**config.mk**
```make
export PLATFORM = sky130hd
export DESIGN_NAME = crsp_rise_select
export DESIGN_NICKNAME = d
export VERILOG_FILES = /design/src/design/crsp_pkg.sv /design/src/design/crsp_rise_select.sv
export SDC_FILE = /design/constraint.sdc
export NUM_CORES = 1
export LEC_CHECK = 0
export ABC_AREA = 1
export BUFFER_PORTS_ARGS = -buffer_cell sky130_fd_sc_hd__buf_2
export CORE_MARGIN = 2
export CORE_UTILIZATION = 45
export DETAILED_ROUTE_END_ITERATION = 16
export PLACE_DENSITY = 0.64
export SLEW_MARGIN = 20
export SYNTH_ARGS = -nofsm -noshare
export SYNTH_HDL_FRONTEND = slang
export SYNTH_SLANG_ARGS = --single-unit
```
**constraint.sdc**
```tcl
create_clock -name clock -period 3.2 [get_ports clock]
set_input_delay 0.16 -clock clock [delete_from_list [all_inputs] [get_ports clock]]
set_output_delay 0.16 -clock clock [all_outputs]
set_load 0.05 [all_outputs]
```
**src/design/crsp_pkg.sv**
```systemverilog
// Package for the rising-event select and polarity block.
package crsp_pkg;

    // ------------------------------------------------------------
    // Register map (word addresses on the Avalon word bus)
    // ------------------------------------------------------------
    localparam logic [3:0] ADDR_DB_POL_CTRL   = 4'h0;
    localparam logic [3:0] ADDR_RISE_EN_LOW   = 4'h4;
    localparam logic [3:0] ADDR_RISE_EN_HIGH  = 4'h8;
    localparam logic [3:0] ADDR_RISE_MODE_LOW = 4'hC;
    localparam logic [3:0] ADDR_RISE_MODE_HI  = 4'h1;
    localparam logic [3:0] ADDR_STATUS        = 4'h2;
    localparam logic [3:0] ADDR_SHUTDOWN_CTRL = 4'h3;

    // ------------------------------------------------------------
    // Field layout and reset values
    // ------------------------------------------------------------
    localparam int          BIT_RISE_DB_SRC  = 7;
    localparam int          BIT_FALL_DB_SRC  = 6;
    localparam logic [7:0]  DB_POL_WMASK     = 8'hCF;
    localparam logic [7:0]  DB_POL_RESET     = 8'h00;
    localparam logic [7:0]  BYTE_RESET       = 8'h00;
    localparam int          BIT_SD_STATUS    = 0;
    localparam int          BIT_SD_RESTART   = 1;
    localparam logic [31:0] UNMAPPED_READ    = 32'h0000_0000;

    // Source index map.
    localparam int SRC_PIN       = 0;
    localparam int SRC_CMP_FIRST = 1;
    localparam int SRC_CCP_FIRST = 5;
    localparam int SRC_PWM_FIRST = 7;
    localparam int SRC_MOD       = 11;
    localparam int SRC_CLC_FIRST = 12;

    // ------------------------------------------------------------
    // Types
    // ------------------------------------------------------------
    typedef struct packed {
        logic [3:0] comparator;
        logic [1:0] capture;
        logic [3:0] pwm;
        logic       modulator;
        logic [3:0] logic_cell;
    } crsp_src_t;

    typedef struct packed {
        logic       rise_db_clock_sel;
        logic       fall_db_clock_sel;
        logic       rise_db_chain_sel;
        logic       fall_db_chain_sel;
        logic [3:0] out_polarity;
    } crsp_cfg_t;

    typedef enum logic [1:0] {
        ST_IDLE,
        ST_WAIT
    } crsp_bus_state_t;

endpackage

```
**src/design/crsp_rise_select.sv**
```systemverilog
// Rising-event source select, mode, dead-band source and polarity control.
//
// Function
// - The rise dead-band source bit picks the delay chain when set and the generator clock when clear.
// - The fall dead-band source bit picks the delay chain when set and the generator clock when clear.
// - Control bits 5 and 4 read as zero and ignore writes.
// - Polarity bits 0 to 3 make outputs A to D active low when set and active high when clear.
// - Sixteen rise source enable bits sit in a low and a high byte register.
// - Any mix of enables and modes works, all sources at once.
// - An enabled edge-mode source gives a rising event on a low-to-high change after the phase delay.
// - An enabled level-mode source gives an immediate rising event while high.
// - A disabled source never causes a rising event whatever its mode.
// - Source 0 is the pin, 1-4 comparators, 5-6 captures, 7-10 PWMs, 11 the modulator, 12-15 logic cells.
// - In shutdown with auto-restart, status clears on the first rising event after all shutdown inputs are false.
//
// Added by the designer: the register addresses and the Avalon-MM register port.
module crsp_rise_select
    import crsp_pkg::*;
#(
    parameter int PHASE_WIDTH = 8
) (
    input  wire logic                   clock,
    input  wire logic                   rst_b,
    // Avalon-MM slave.
    input  wire logic [3:0]             avs_address,
    input  wire logic                   avs_read,
    input  wire logic                   avs_write,
    input  wire logic [31:0]            avs_writedata,
    input  wire logic [3:0]             avs_byteenable,
    output logic      [31:0]            avs_readdata,
    output logic                        avs_waitrequest,
    // Event sources.
    input  wire logic                   event_pin_route,
    input  wire crsp_src_t              event_src,
    input  wire logic [PHASE_WIDTH-1:0] rise_phase_count,
    input  wire logic                   shutdown_inputs_true,
    // Results.
    output logic                        rise_event,
    output crsp_cfg_t                   cfg,
    output logic                        shutdown_status
);

    // ------------------------------------------------------------
    // Register state
    // ------------------------------------------------------------
    logic [7:0]  db_pol_reg;
    logic [7:0]  rise_en_low_reg;
    logic [7:0]  rise_en_high_reg;
    logic [7:0]  rise_mode_low_reg;
    logic [7:0]  rise_mode_high_reg;
    logic [1:0]  sd_ctrl_reg;
    crsp_bus_state_t bus_state_reg;
    logic [31:0] readdata_reg;

    logic [15:0] src_raw;
    logic [15:0] src_sync1_reg;
    logic [15:0] src_sync2_reg;
    logic [15:0] src_sync3_reg;
    logic [15:0] src_level_reg;
    logic [15:0] src_level_prev_reg;
    logic [15:0] enable_vec;
    logic [15:0] mode_vec;
    logic [15:0] edge_hit;
    logic [15:0] level_hit;
    logic        edge_any;
    logic        delayed_pending_reg;
    logic [PHASE_WIDTH-1:0] phase_cnt_reg;
    logic        delayed_fire;
    logic        wr_go;

    // Byte-lane merge used by every writable register except the shutdown control.
    function automatic logic [7:0] merge_byte(
        input logic [7:0] old_val,
        input logic [7:0] new_val,
        input logic [7:0] wmask,
        input logic       lane_en
    );
        merge_byte = lane_en ? ((old_val & ~wmask) | (new_val & wmask))
                             : old_val;
    endfunction

    // ------------------------------------------------------------
    // Source bundle
    // ------------------------------------------------------------
    // Index order follows the source index map in the package.
    assign src_raw = {event_src.logic_cell, event_src.modulator,
                      event_src.pwm, event_src.capture,
                      event_src.comparator, event_pin_route};

    // Three-stage synchronisers; a change is taken once stages agree.
    always_ff @(posedge clock) begin
        if (!rst_b) begin
            src_sync1_reg <= 16'h0000;
            src_sync2_reg <= 16'h0000;
            src_sync3_reg <= 16'h0000;
        end else begin
            src_sync1_reg <= src_raw;
            src_sync2_reg <= src_sync1_reg;
            src_sync3_reg <= src_sync2_reg;
        end
    end

    // Filtered level moves only where the two later stages agree.
    always_ff @(posedge clock) begin
        if (!rst_b) begin
            src_level_reg      <= 16'h0000;
            src_level_prev_reg <= 16'h0000;
        end else begin
            src_level_reg <= (src_sync2_reg & src_sync3_reg)
                           | (src_level_reg & (src_sync2_reg | src_sync3_reg));
            src_level_prev_reg <= src_level_reg;
        end
    end

    // ------------------------------------------------------------
    // Trigger logic
    // ------------------------------------------------------------
    // All sixteen lanes are evaluated in parallel, so any mix works.
    assign enable_vec = {rise_en_high_reg, rise_en_low_reg};
    assign mode_vec   = {rise_mode_high_reg, rise_mode_low_reg};
    assign edge_hit   = enable_vec & mode_vec
                      & src_level_reg & ~src_level_prev_reg;
    assign level_hit  = enable_vec & ~mode_vec & src_level_reg;
    assign edge_any   = |edge_hit;

    // Edge-mode triggers wait out the phase delay; a new edge while one
    // is pending restarts the count, so the later edge governs.
    always_ff @(posedge clock) begin
        if (!rst_b) begin
            delayed_pending_reg <= 1'b0;
            phase_cnt_reg       <= '0;
        end else if (edge_any) begin
            delayed_pending_reg <= 1'b1;
            phase_cnt_reg       <= rise_phase_count;
        end else if (delayed_pending_reg) begin
            if (phase_cnt_reg == '0) begin
                delayed_pending_reg <= 1'b0;
            end else begin
                phase_cnt_reg <= phase_cnt_reg - 1'b1;
            end
        end
    end

    assign delayed_fire = delayed_pending_reg && (phase_cnt_reg == '0);

    // Single registered request combining every enabled source.
    always_ff @(posedge clock) begin
        if (!rst_b) begin
            rise_event <= 1'b0;
        end else begin
            rise_event <= delayed_fire | (|level_hit);
        end
    end

    // ------------------------------------------------------------
    // Shutdown status with auto-restart
    // ------------------------------------------------------------
    // Software sets or clears the status; hardware clears it on restart.
    // The hardware clear wins because a restart is the later fact.
    always_ff @(posedge clock) begin
        if (!rst_b) begin
            shutdown_status <= 1'b0;
        end else begin
            if (sd_ctrl_reg[BIT_SD_RESTART] && shutdown_status
                && !shutdown_inputs_true && rise_event) begin
                shutdown_status <= 1'b0;
            end else if (shutdown_inputs_true) begin
                shutdown_status <= 1'b1;
            end else if (wr_go && avs_address == ADDR_SHUTDOWN_CTRL
                         && avs_byteenable[0]) begin
                shutdown_status <= avs_writedata[BIT_SD_STATUS];
            end
        end
    end

    // ------------------------------------------------------------
    // Configuration outputs
    // ------------------------------------------------------------
    always_comb begin
        cfg.rise_db_chain_sel = db_pol_reg[BIT_RISE_DB_SRC];
        cfg.rise_db_clock_sel = ~db_pol_reg[BIT_RISE_DB_SRC];
        cfg.fall_db_chain_sel = db_pol_reg[BIT_FALL_DB_SRC];
        cfg.fall_db_clock_sel = ~db_pol_reg[BIT_FALL_DB_SRC];
        cfg.out_polarity      = db_pol_reg[3:0];
    end

    // ------------------------------------------------------------
    // Avalon-MM slave
    // ------------------------------------------------------------
    // One wait cycle per access: the request is taken in ST_IDLE, then
    // waitrequest drops in ST_WAIT, where write and read complete.
    assign wr_go = avs_write && (bus_state_reg == ST_WAIT);
    assign avs_waitrequest = (avs_read || avs_write)
                           && (bus_state_reg != ST_WAIT);
    assign avs_readdata = readdata_reg;

    always_ff @(posedge clock) begin
        if (!rst_b) begin
            bus_state_reg <= ST_IDLE;
        end else begin
            case (bus_state_reg)
                ST_IDLE: begin
                    if (avs_read || avs_write) begin
                        bus_state_reg <= ST_WAIT;
                    end
                end
                ST_WAIT: begin
                    bus_state_reg <= ST_IDLE;
                end
                default: begin
                    bus_state_reg <= ST_IDLE;
                end
            endcase
        end
    end

    // Register writes; only byte lane 0 carries data.
    always_ff @(posedge clock) begin
        if (!rst_b) begin
            db_pol_reg         <= DB_POL_RESET;
            rise_en_low_reg    <= BYTE_RESET;
            rise_en_high_reg   <= BYTE_RESET;
            rise_mode_low_reg  <= BYTE_RESET;
            rise_mode_high_reg <= BYTE_RESET;
            sd_ctrl_reg        <= 2'b00;
        end else if (wr_go) begin
            case (avs_address)
                ADDR_DB_POL_CTRL: begin
                    db_pol_reg <= merge_byte(db_pol_reg, avs_writedata[7:0],
                        DB_POL_WMASK, avs_byteenable[0]);
                end
                ADDR_RISE_EN_LOW: begin
                    rise_en_low_reg <= merge_byte(rise_en_low_reg,
                        avs_writedata[7:0], 8'hFF, avs_byteenable[0]);
                end
                ADDR_RISE_EN_HIGH: begin
                    rise_en_high_reg <= merge_byte(rise_en_high_reg,
                        avs_writedata[7:0], 8'hFF, avs_byteenable[0]);
                end
                ADDR_RISE_MODE_LOW: begin
                    rise_mode_low_reg <= merge_byte(rise_mode_low_reg,
                        avs_writedata[7:0], 8'hFF, avs_byteenable[0]);
                end
                ADDR_RISE_MODE_HI: begin
                    rise_mode_high_reg <= merge_byte(rise_mode_high_reg,
                        avs_writedata[7:0], 8'hFF, avs_byteenable[0]);
                end
                ADDR_SHUTDOWN_CTRL: begin
                    if (avs_byteenable[0]) begin
                        sd_ctrl_reg <= avs_writedata[1:0];
                    end
                end
                default: begin
                    sd_ctrl_reg <= sd_ctrl_reg;
                end
            endcase
        end
    end

    // Read data is registered on the edge that takes the request in ST_IDLE and holds after.
    always_ff @(posedge clock) begin
        if (!rst_b) begin
            readdata_reg <= UNMAPPED_READ;
        end else if (avs_read && bus_state_reg == ST_IDLE) begin
            case (avs_address)
                ADDR_DB_POL_CTRL:   readdata_reg <= {24'h000000,
                                        db_pol_reg & DB_POL_WMASK};
                ADDR_RISE_EN_LOW:   readdata_reg <= {24'h000000,
                                        rise_en_low_reg};
                ADDR_RISE_EN_HIGH:  readdata_reg <= {24'h000000,
                                        rise_en_high_reg};
                ADDR_RISE_MODE_LOW: readdata_reg <= {24'h000000,
                                        rise_mode_low_reg};
                ADDR_RISE_MODE_HI:  readdata_reg <= {24'h000000,
                                        rise_mode_high_reg};
                ADDR_STATUS:        readdata_reg <= {16'h0000,
                                        src_level_reg};
                ADDR_SHUTDOWN_CTRL: readdata_reg <= {30'h00000000,
                                        sd_ctrl_reg[BIT_SD_RESTART],
                                        shutdown_status};
                default:            readdata_reg <= UNMAPPED_READ;
            endcase
        end
    end

endmodule

```
==> results.md, run 1 <==
- Largest net degree at the start of global routing: between 80 and 90
- GR Util met3: a little under 6%
- Synthesis-stage register bit count: 147
- CTS resizes: 0
- Setup Buffers After CTS: 0
- GRT Residual Overflow: 0
- Starting DRC count in detailed routing: 330
- Critical Path Source Type: flop
- Post-synth top area cell: dfxtp_1
- RSZ-0062 raised after global routing: false
- Worst setup path category: flop to flop
- Max-slew violation count: 0
- Yosys warns: 0
- Clock-pin slew on the worst setup and hold paths: 0.06 ns
- Power Density: 548.5 nW/µm²
- Period utilisation layout: 51.71%
- Vias in the first global route: 4480
- TritonCTS clock tree: built
- Post-Synth Adder-Cell Area: less than 1%
- H-tree levels: 4
- Post-synth top area share: 48.48%
- Clk_skew: 0.01268 ns
- Initial antenna violation count: 2
- Worst skew pair latency: ~0.43 ns
- Crit. End Element: flop
- Outcome: finished, final reports clean
- Min cycle time layout: 1.655 ns
- Core area: between 10000 and 15000 µm²
- WP data arrival: 1.95 ns
- Via count: about 5200
- Multiplexer area fraction after synthesis: 0%
- Max Clock Freq: between 600 and 700 MHz
- Leak: 3.414 nW
- Detailed Routing Iterations Pass 1: 5
- Critical path fanouts, max: 9
- Post-Route Setup TNS: 0 ns
- Final hold vios: 0
- DRC: 0
- Detailed placement HPWL: slightly below 10000 µm
- Place WS: 1.577 ns
- Max_cap viols: 0
- Synth Area in XOR/XNOR: 0.5772%
- Synth Area in Compound Gates: about 14%
- Vias per inst: 4.699
- Clock Sinks: 147
- Post-synthesis sequential area ratio: between 40% and 50%
- Final setup margin: 1.545 ns
- Die Y-Extent: ~120 µm
- Num CTS Buffers: 17
- CTS Hold Buffers Added: 17
- Antenna Diode Count: 0
- Synth area leaders: dfxtp_1 48%, nand2_1 11%, inv_1 7.7%
- Rel. slew slack: a little under half
- Final-report setup violation count: 0
- Final ANT Viol Nets: 0
- Peak supply drop: between 0.3 and 0.4 mV
- Syn avg cell area: a little over 7 µm²
- Layout Cells excl Fill: 1109
- Total routed wirelength: 14170 µm
- Synth Instances: 836
- Worst min-delay path class: primary input to flop
- Grt met2 use: 30.29%
- Nets: 992
- I/O pin count: 112
- GP Congestion: 0.9385
- DP Cell Count: between 1000 and 1500
- Synth Cell Area: 6070 µm²
- Root Driver: clkbuf_16
- First-pass GRT wire length: 22640 µm
- Fraction of layout cells with a size suffix above 1: 13.83%
- Post-Synth Simple-Gate Area: 24.82%
- Layout area overhead: 18.92%
- Largest family of logic cells by synthesized area: simple AND/OR/NAND/NOR gates
- Total track usage: 20.21%
- Rows: 42
- Critical Path RT: 3.49 ns
- Buffers on Ports: a little under 70
- Least-Margin Pin Slew: around 0.80 ns
- Routed len/inst: 12.77 µm
- Deepest clock path buffer count: 2
- Power after layout: 0.003959 W
- Busiest layer in global routing: met2
- Starting Density: 46.02%
- Yosys cell types: 30
- Die Area: 14430 µm²
- Die Span X: 120.1 µm
- Met1 GRT Util: 27.24%
per-layer routing:
| layer | routed length [µm] | vias to the layer above |
|---|---|---|
| met1 | 6625 | 2257 |
| met3 | 1023 | 28 |
| met2 | 6137 | 162 |
| met4 | 365 | 2 |
| met5 | 13 | - |
| li1 | - | 2762 |
through the flow:
step	hold slack [ns]	util (%)	instance area [µm²]
6_report	0.009902	54.72	7218
2_1_floorplan	0.2576	-	6126
3_5_place_dp	0.3427	49.31	6504
5_1_grt	0.03353	54.72	7218
4_1_cts	0.002142	54.72	7218
3_3_place_gp	0.3400	49.31	6504
cells in the final DEF, fill, tap and decap left out, types with 2 or more instances in the layout:
master	instances
clkinvlp_4	4
nand4_1	10
o21ai_1	24
inv_2	11
dfxtp_1	147
a21oi_1	66
buf_4	2
ha_1	2
nor2_2	4
nor2_1	111
o21ai_0	56
nor3_1	2
dlygate4sd3_1	17
xor2_1	3
nand3_2	6
nand2_1	175
nand3_1	31
nor2_4	7
clkinv_2	2
conb_1	16
clkinv_4	2
buf_2	67
clkbuf_1	3
clkbuf_16	17
inv_1	124
o22ai_1	12
path summary, 6_finish.rpt:
path | startpoint | end | slack [ns] | cells after the start
setup / recovery | src_level_reg[3]$_SDFF_PN0_ | phase_cnt_reg[6]$_SDFFE_PN0P_ | 1.55 | 10
hold / removal | rise_phase_count[0] | phase_cnt_reg[0]$_SDFFE_PN0P_ | 0.01 | 3
setup reg to reg | src_level_reg[3]$_SDFF_PN0_ | phase_cnt_reg[6]$_SDFFE_PN0P_ | 1.55 | 10
hold reg to reg | src_sync1_reg[7]$_SDFF_PN0_ | src_sync2_reg[7]$_SDFF_PN0_ | 0.41 | 2
cells by family after synthesis:
kind of cell / count (synthesis)
buffers and inverters: 171
xor gates and xnor gates: 4
other: 1
AOI/OAI and AO/OA: 161
DFF: 147
adders and majority gates: 2
and+or+nand+nor: 350
synth_stat cells, drive strengths merged:
library cell,count
a21oi,66
and3,1
buf,20
clkbuf,16
conb,1
dfxtp,147
ha,2
inv,135
nand2,176
nand3,38
nand4,10
nor2,122
nor3,2
o211ai,1
o21a,1
o21ai,81
o22ai,12
or2,1
xnor2,1
xor2,3
cell type report:
cell class / instances / area [µm²]
timing repair buffer: 87 / 540.5
fill: 1270 / 5972
multi-input combinational: 533 / 2464
clock buffer: 20 / 436.7
inverter: 135 / 506.7
clock inverter: 11 / 107.6
sequential: 147 / 2943
tap: 176 / 220.2
power breakdown:
group / switching (W) / total, W / internal [W]
clock network: 0.000763 / 0.00183 / 0.00107
logic: 0.000175 / 0.000243 / 0.0000676
registers: 0.0000183 / 0.00188 / 0.00187
total: 0.000956 / 0.00396 / 0.00300
critical path: stages, from the launching register on:
cell,delay [ns]
dfxtp_1,0.38
nand2_1,0.14
nor2_1,0.06
nor2_1,0.17
nand2_1,0.11
nor2_4,0.25
nand2_4,0.14
nand2_1,0.10
nand2_1,0.05
nor2_1,0.09
nor2_1,0.04
Power figures use the tool's default switching activity.
==> run 2, diff against run 1 <==
PLACE_DENSITY = 0.66   (was 0.64)
clock period = 1.5 ns   (was 3.2 ns; I/O delays follow)
==> run 2 against run 1 <==
Compared with the run above:
- the run now ends with negative setup slack left
- sequential power up 110%
- sequential cell count unchanged
- maximum frequency is 8.9% higher
- total power up 120%
- routed wire length increased by 9.4%
- clock power rose by 120%
- clock-buffer cell count is the same
==> results.md, run 2 (synthesis gave the netlist of run 1 again) <==
- Rel. slew slack: 63.85% (was 46.63%)
- RSZ-0062 raised after global routing: true (was false)
- Final ANT Viol Nets: 0 (unchanged)
- Final Util: 59.78% (was 54.72%)
- TritonCTS clock tree: built (unchanged)
- Commonest non-fill, non-tap cell in the layout: nand2_1 (unchanged)
- First-pass GRT wire length: 25430 µm (was 22640 µm)
- H-tree levels: 4 (unchanged)
- Num CTS Buffers: 17 (unchanged)
- Final-report setup violation count: 2 (was 0)
- Worst min-delay path class: primary input to flop (unchanged)
- GP Congestion: 0.8996 (was 0.9385)
- I/O pin count: 112 (unchanged)
- Stages on worst setup path: 9 (was 10)
- Via count: 5548 (was 5211)
- Power after layout: 0.008531 W (was 0.003959 W)
- Hold slack: 0.02373 ns (was 0.009902 ns)
- Peak supply drop: 0.6854 mV (was 0.3213 mV)
- Layout area overhead: 29.91% (was 18.92%)
- Final hold vios: 0 (unchanged)
- Die Y-Extent: 120.1 µm (unchanged)
- Root Driver: clkbuf_16 (unchanged)
- Worst skew pair latency: 0.42 ns (was 0.43 ns)
- Final setup margin: -0.02016 ns (was 1.545 ns)
- Starting Density: 46.02% (unchanged)
- Leak: 3.793 nW (was 3.414 nW)
- Min cycle time layout: 1.520 ns (was 1.655 ns)
- Largest net degree at the start of global routing: 61 (was 82)
- Critical Path RT: 1.78 ns (was 3.49 ns)
- Worst setup path category: flop to flop (unchanged)
- Initial antenna violation count: 0 (was 2)
- WP buf/inv: 1 (was 0)
- CP max stage cell: dfxtp_4 (was dfxtp_1)
- Detailed Routing Iterations Pass 1: 5 (unchanged)
- Vias in the first global route: 5125 (was 4480)
- Routed len/inst: 13.12 µm (was 12.77 µm)
- Outcome: complete, but fails checks (was finished, final reports clean)
- Total routed wirelength: 15500 µm (was 14170 µm)
- Max Clock Freq: 657.8 MHz (was 604.3 MHz)
- Failing checks: negative setup slack
- Crit. End Element: flop (unchanged)
- Nets: 1063 (was 992)
- Reg2reg path depth: 9 (was 10)
- DP Area: 6897 µm² (was 6504 µm²)
- Antenna Diode Count: 0 (unchanged)
- Clk_skew: 0.008074 ns (was 0.01268 ns)
- Fraction of layout cells with a size suffix above 1: 20.70% (was 13.83%)
- Power Density: 1082 nW/µm² (was 548.5 nW/µm²)
- Least-Margin Pin Slew: 0.5417 ns (was 0.7976 ns)
- Worst path cell trace: nand3_2 -> nor2_1 -> nor2_1 -> nand2_1 -> nor2_4 -> buf_4 -> nand3_1 -> nand2_1 -> a21oi_1 (was nand2_1 -> nor2_1 -> nor2_1 -> nand2_1 -> nor2_4 -> nand2_4 -> nand2_1 -> nand2_1 -> nor2_1 -> nor2_1)
- Finished layout cell area: 7885 µm² (was 7218 µm²)
- Critical Path Source Type: flop (unchanged)
- GRT Residual Overflow: 0 (unchanged)
- Clock-pin slew on the worst setup and hold paths: 0.06 ns (about the same)
- Max_cap viols: 0 (unchanged)
- Vias per inst: 4.698 (was 4.699)
- Buffers on Ports: 68 (unchanged)
- CP delay by family, top: simple AND/OR/NAND/NOR gates (unchanged)
- Max-slew violation count: 0 (unchanged)
- Deepest clock path buffer count: 2 (unchanged)
- Die Span X: 120.1 µm (unchanged)
- Hold path cells: 3 (unchanged)
- Most frequent cells in the layout: 170 x nand2_1, 138 x dfxtp_1, 121 x inv_1 (was 175 x nand2_1, 147 x dfxtp_1, 124 x inv_1)
- Period utilisation layout: 101.3% (was 51.71%)
- Core area: 13190 µm² (unchanged)
- Clock Sinks: 147 (unchanged)
- Detailed placement HPWL: 10810 µm (was 9940 µm)
- Total track usage: 22.71% (was 20.21%)
- Starting DRC count in detailed routing: 366 (was 330)
- WP data arrival: 1.80 ns (was 1.95 ns)
- Rows: 42 (unchanged)
- Die Area: 14430 µm² (unchanged)
- DRC: 0 (unchanged)
- Max incr delay on CP: 0.36 ns (was 0.38 ns)
- Critical path fanouts, max: 6 (was 9)
## run 2: final timing paths
check	from	endpoint	slack (ns)
worst min-delay path	avs_writedata[1]	rise_en_low_reg[1]$_SDFFE_PN0P_	0.02
worst max register to register	src_level_reg[2]$_SDFF_PN0_	phase_cnt_reg[2]$_SDFFE_PN0P_	-0.02
worst max-delay path	src_level_reg[2]$_SDFF_PN0_	phase_cnt_reg[2]$_SDFFE_PN0P_	-0.02
worst min register to register	src_sync1_reg[0]$_SDFF_PN0_	src_sync2_reg[0]$_SDFF_PN0_	0.41
## run 2: layout make-up
| cell class | instances | area (µm²) |
|---|---|---|
| Timing Repair Buffer | 157 | 1131 |
| Inverter | 135 | 510.5 |
| Multi-Input combinational cell | 534 | 2510 |
| Tap cell | 176 | 220.2 |
| Sequential cell | 147 | 2957 |
| Fill cell | 1208 | 5305 |
| Clock inverter | 12 | 100.1 |
| Clock buffer | 20 | 456.7 |
## run 2: power breakdown
group | total, W | internal [W] | switching [W]
combinational | 0.000574 | 0.000184 | 0.000390
sequential | 0.00402 | 0.00398 | 0.0000377
clock | 0.00394 | 0.00223 | 0.00171
## run 2: per-layer routing
metal | share of wire [%] | routed length [µm] | GRT usage, %
met1 | 48 | 7508 | 31.98
met2 | 43 | 6692 | 34.20
met4 | 2.5 | 389 | 8.897
met5 | 0 | 0 | 0
met3 | 5.9 | 909 | 4.515
## run 2: what timing repair did
item                                    CTS  global route
endpoints found under the setup margin    0            18
gates resized for setup                   0            24
hold buffers                             33             0
setup buffers                             0             4
endpoints found under the hold margin    39             0
## run 2: stage by stage
stage	instances	worst slack (ns)	setup TNS, ns
after floorplan	851	0.01538	0
after global placement	1111	0.06375	0
after detailed placement	1111	0.04594	0
after CTS	1176	0.02320	0
after global routing	1181	-0.1091	-0.5739
final	1181	-0.02016	-0.02679
## run 2: worst reg2reg max path, delay by kind of cell (launching register included)
kind                   cells  cell delay [ns]
and+or+nand+nor            7             0.78
DFF                        1             0.36
buffers and inverters      1             0.18
AOI/OAI and AO/OA          1             0.07
==> run 3, diff against run 2 <==
CORE_UTILIZATION = 50   (was 45)
PLACE_DENSITY = 0.7   (was 0.66)
clock period = 1.9 ns   (was 1.5 ns; I/O delays follow)
==> run 3 against run 2 <==
Compared with the run above:
- total power shrank 18%
- highest routed layer unchanged
- the flow now finishes without violations
- cell count shrank 7.2%
- via count shrank 4.0%
- routed wire length shrank 8.6%
- largest cell class unchanged
- sequential cell count is the same
- sequential share of layout area grew 2.3 points
- global-route usage shrank 0.30 points
==> results.md, run 3 (synthesis gave the netlist of run 1 again) <==
- Final-report setup violation count: 0 (was 2)
- GP Congestion: 0.9091 (was 0.8996)
- DRC: 0 (unchanged)
- Worst path cell trace: nand4_1 -> o21ai_0 -> nor2_1 -> nand2_1 -> nor2_1 -> o21ai_0 -> nor2_1 (was nand3_2 -> nor2_1 -> nor2_1 -> nand2_1 -> nor2_4 -> buf_4 -> nand3_1 -> nand2_1 -> a21oi_1)
- Clock Sinks: 147 (unchanged)
- Rows: 40 (was 42)
- Core area: 11910 µm² (was 13190 µm²)
- Period utilisation layout: 83.54% (was 101.3%)
- Max incr delay on CP: 0.37 ns (was 0.36 ns)
- Die Area: 13040 µm² (was 14430 µm²)
- Max Clock Freq: 630.0 MHz (was 657.8 MHz)
- Clk_skew: 0.006854 ns (was 0.008074 ns)
- WP data arrival: 1.94 ns (was 1.80 ns)
- Max_cap viols: 0 (unchanged)
- Worst skew pair latency: 0.42 ns (about the same)
- Leak: 3.527 nW (was 3.793 nW)
- Detailed placement HPWL: 9868 µm (was 10810 µm)
- Max-slew violation count: 0 (unchanged)
- CTS Hold Buffers Added: 26 (was 33)
- Worst min-delay path class: primary input to flop (unchanged)
- Die Span X: 114.2 µm (was 120.1 µm)
- Crit-path most repeated cell: nor2_1
- Min cycle time layout: 1.587 ns (was 1.520 ns)
- Clock-pin slew on the worst setup and hold paths: 0.06 ns (about the same)
- WP buf/inv: 0 (was 1)
- First-pass GRT wire length: 22580 µm (was 25430 µm)
- Critical Path Source Type: flop (unchanged)
- Starting Density: 50.96% (was 46.02%)
- Hold slack: 0.004851 ns (was 0.02373 ns)
- H-tree levels: 4 (unchanged)
- Vias per inst: 4.859 (was 4.698)
- Initial antenna violation count: 0 (unchanged)
- Die Y-Extent: 114.2 µm (was 120.1 µm)
- Outcome: finished, final reports clean (was complete, but fails checks)
- Power Density: 944.2 nW/µm² (was 1082 nW/µm²)
- Fraction of layout cells with a size suffix above 1: 14.44% (was 20.70%)
- I/O pin count: 112 (unchanged)
- Antenna Diode Count: 0 (unchanged)
- CP max stage cell: dfxtp_1 (was dfxtp_4)
- Num CTS Buffers: 17 (unchanged)
- Final hold vios: 0 (unchanged)
- Via count: 5326 (was 5548)
- Total track usage: 22.41% (was 22.71%)
- Deepest clock path buffer count: 2 (unchanged)
- Setup Buffers After CTS: 0 (unchanged)
- Layout area overhead: 21.69% (was 29.91%)
- Critical Path RT: 2.25 ns (was 1.78 ns)
- Final ANT Viol Nets: 0 (unchanged)
- CTS resizes: 0 (unchanged)
- GRT Residual Overflow: 0 (unchanged)
- Post-Route Setup TNS: 0 ns (was -0.02679 ns)
- Total routed wirelength: 14170 µm (was 15500 µm)
- Peak supply drop: 0.6175 mV (was 0.6854 mV)
- Vias in the first global route: 4668 (was 5125)
- Critical path fanouts, max: 5 (was 6)
- Least-Margin Pin Slew: 0.5430 ns (was 0.5417 ns)
- Starting DRC count in detailed routing: 327 (was 366)
- RSZ-0062 raised after global routing: false (was true)
- CP delay by family, top: simple AND/OR/NAND/NOR gates (unchanged)
- Buffers on Ports: 68 (unchanged)
- Worst setup path category: flop to flop (unchanged)
- Detailed Routing Iterations Pass 1: 5 (unchanged)
- Commonest non-fill, non-tap cell in the layout: nand2_1 (unchanged)
- Crit. End Element: flop (unchanged)
- Rel. slew slack: 63.76% (was 63.85%)
- Largest net degree at the start of global routing: 63 (was 61)
- Root Driver: clkbuf_16 (unchanged)
- Most frequent cells in the layout: 175 x nand2_1, 147 x dfxtp_1, 124 x inv_1 (was 170 x nand2_1, 138 x dfxtp_1, 121 x inv_1)
- Routed len/inst: 12.93 µm (was 13.12 µm)
- Nets: 1007 (was 1063)
- TritonCTS clock tree: built (unchanged)
-- run 3: metrics by stage --
step	total power, W	utilization (%)	cell area [µm²]	worst slack (ns)	cells
2_1_floorplan	0.003526	-	6126	0.3548	851
3_3_place_gp	0.003621	54.78	6525	0.3952	1038
4_1_cts	0.007029	62.01	7386	0.3290	1096
5_1_grt	0.007210	62.01	7386	0.1003	1096
3_5_place_dp	0.003626	54.78	6525	0.3713	1038
6_report	0.006974	62.01	7386	0.3127	1096
-- run 3: per-layer routing --
layer	vias up	track usage (%)	wire [µm]
met5	-	0	0
met4	0	10.24	431
met3	27	5.400	842
met2	155	34.72	6217
met1	2341	29.69	6675
li1	2803	-	-
-- run 3: area by class of cell --
class,count,area [µm²]
clock buffer,21,460.4
clock inverter,11,140.1
fill,1077,4526
inverter,135,506.7
multi-input combinational,533,2464
sequential,147,2943
tap,147,183.9
timing repair buffer,102,688.2
-- run 3: worst paths after layout --
check / from / endpoint / slack (ns) / cells past startpoint
max: src_level_reg[6]$_SDFF_PN0_ / phase_cnt_reg[0]$_SDFFE_PN0P_ / 0.31 / 7
min reg2reg: src_sync1_reg[14]$_SDFF_PN0_ / src_sync2_reg[14]$_SDFF_PN0_ / 0.41 / 2
min: rise_phase_count[3] / phase_cnt_reg[3]$_SDFFE_PN0P_ / 0.005 / 5
max reg2reg: src_level_reg[6]$_SDFF_PN0_ / phase_cnt_reg[0]$_SDFFE_PN0P_ / 0.31 / 7
-- run 3: worst min-delay path, cell delays in order --
cell	delay, ns
buf_2	0.10
inv_1	0.04
nand2_1	0.04
nand2_1	0.05
a21oi_1	0.05
-- run 3: power by group --
group	switching [W]	internal (W)	leakage [nW]
logic	0.000297	0.000130	2.04
clock network	0.00134	0.00204	0.292
registers	0.0000303	0.00314	1.19
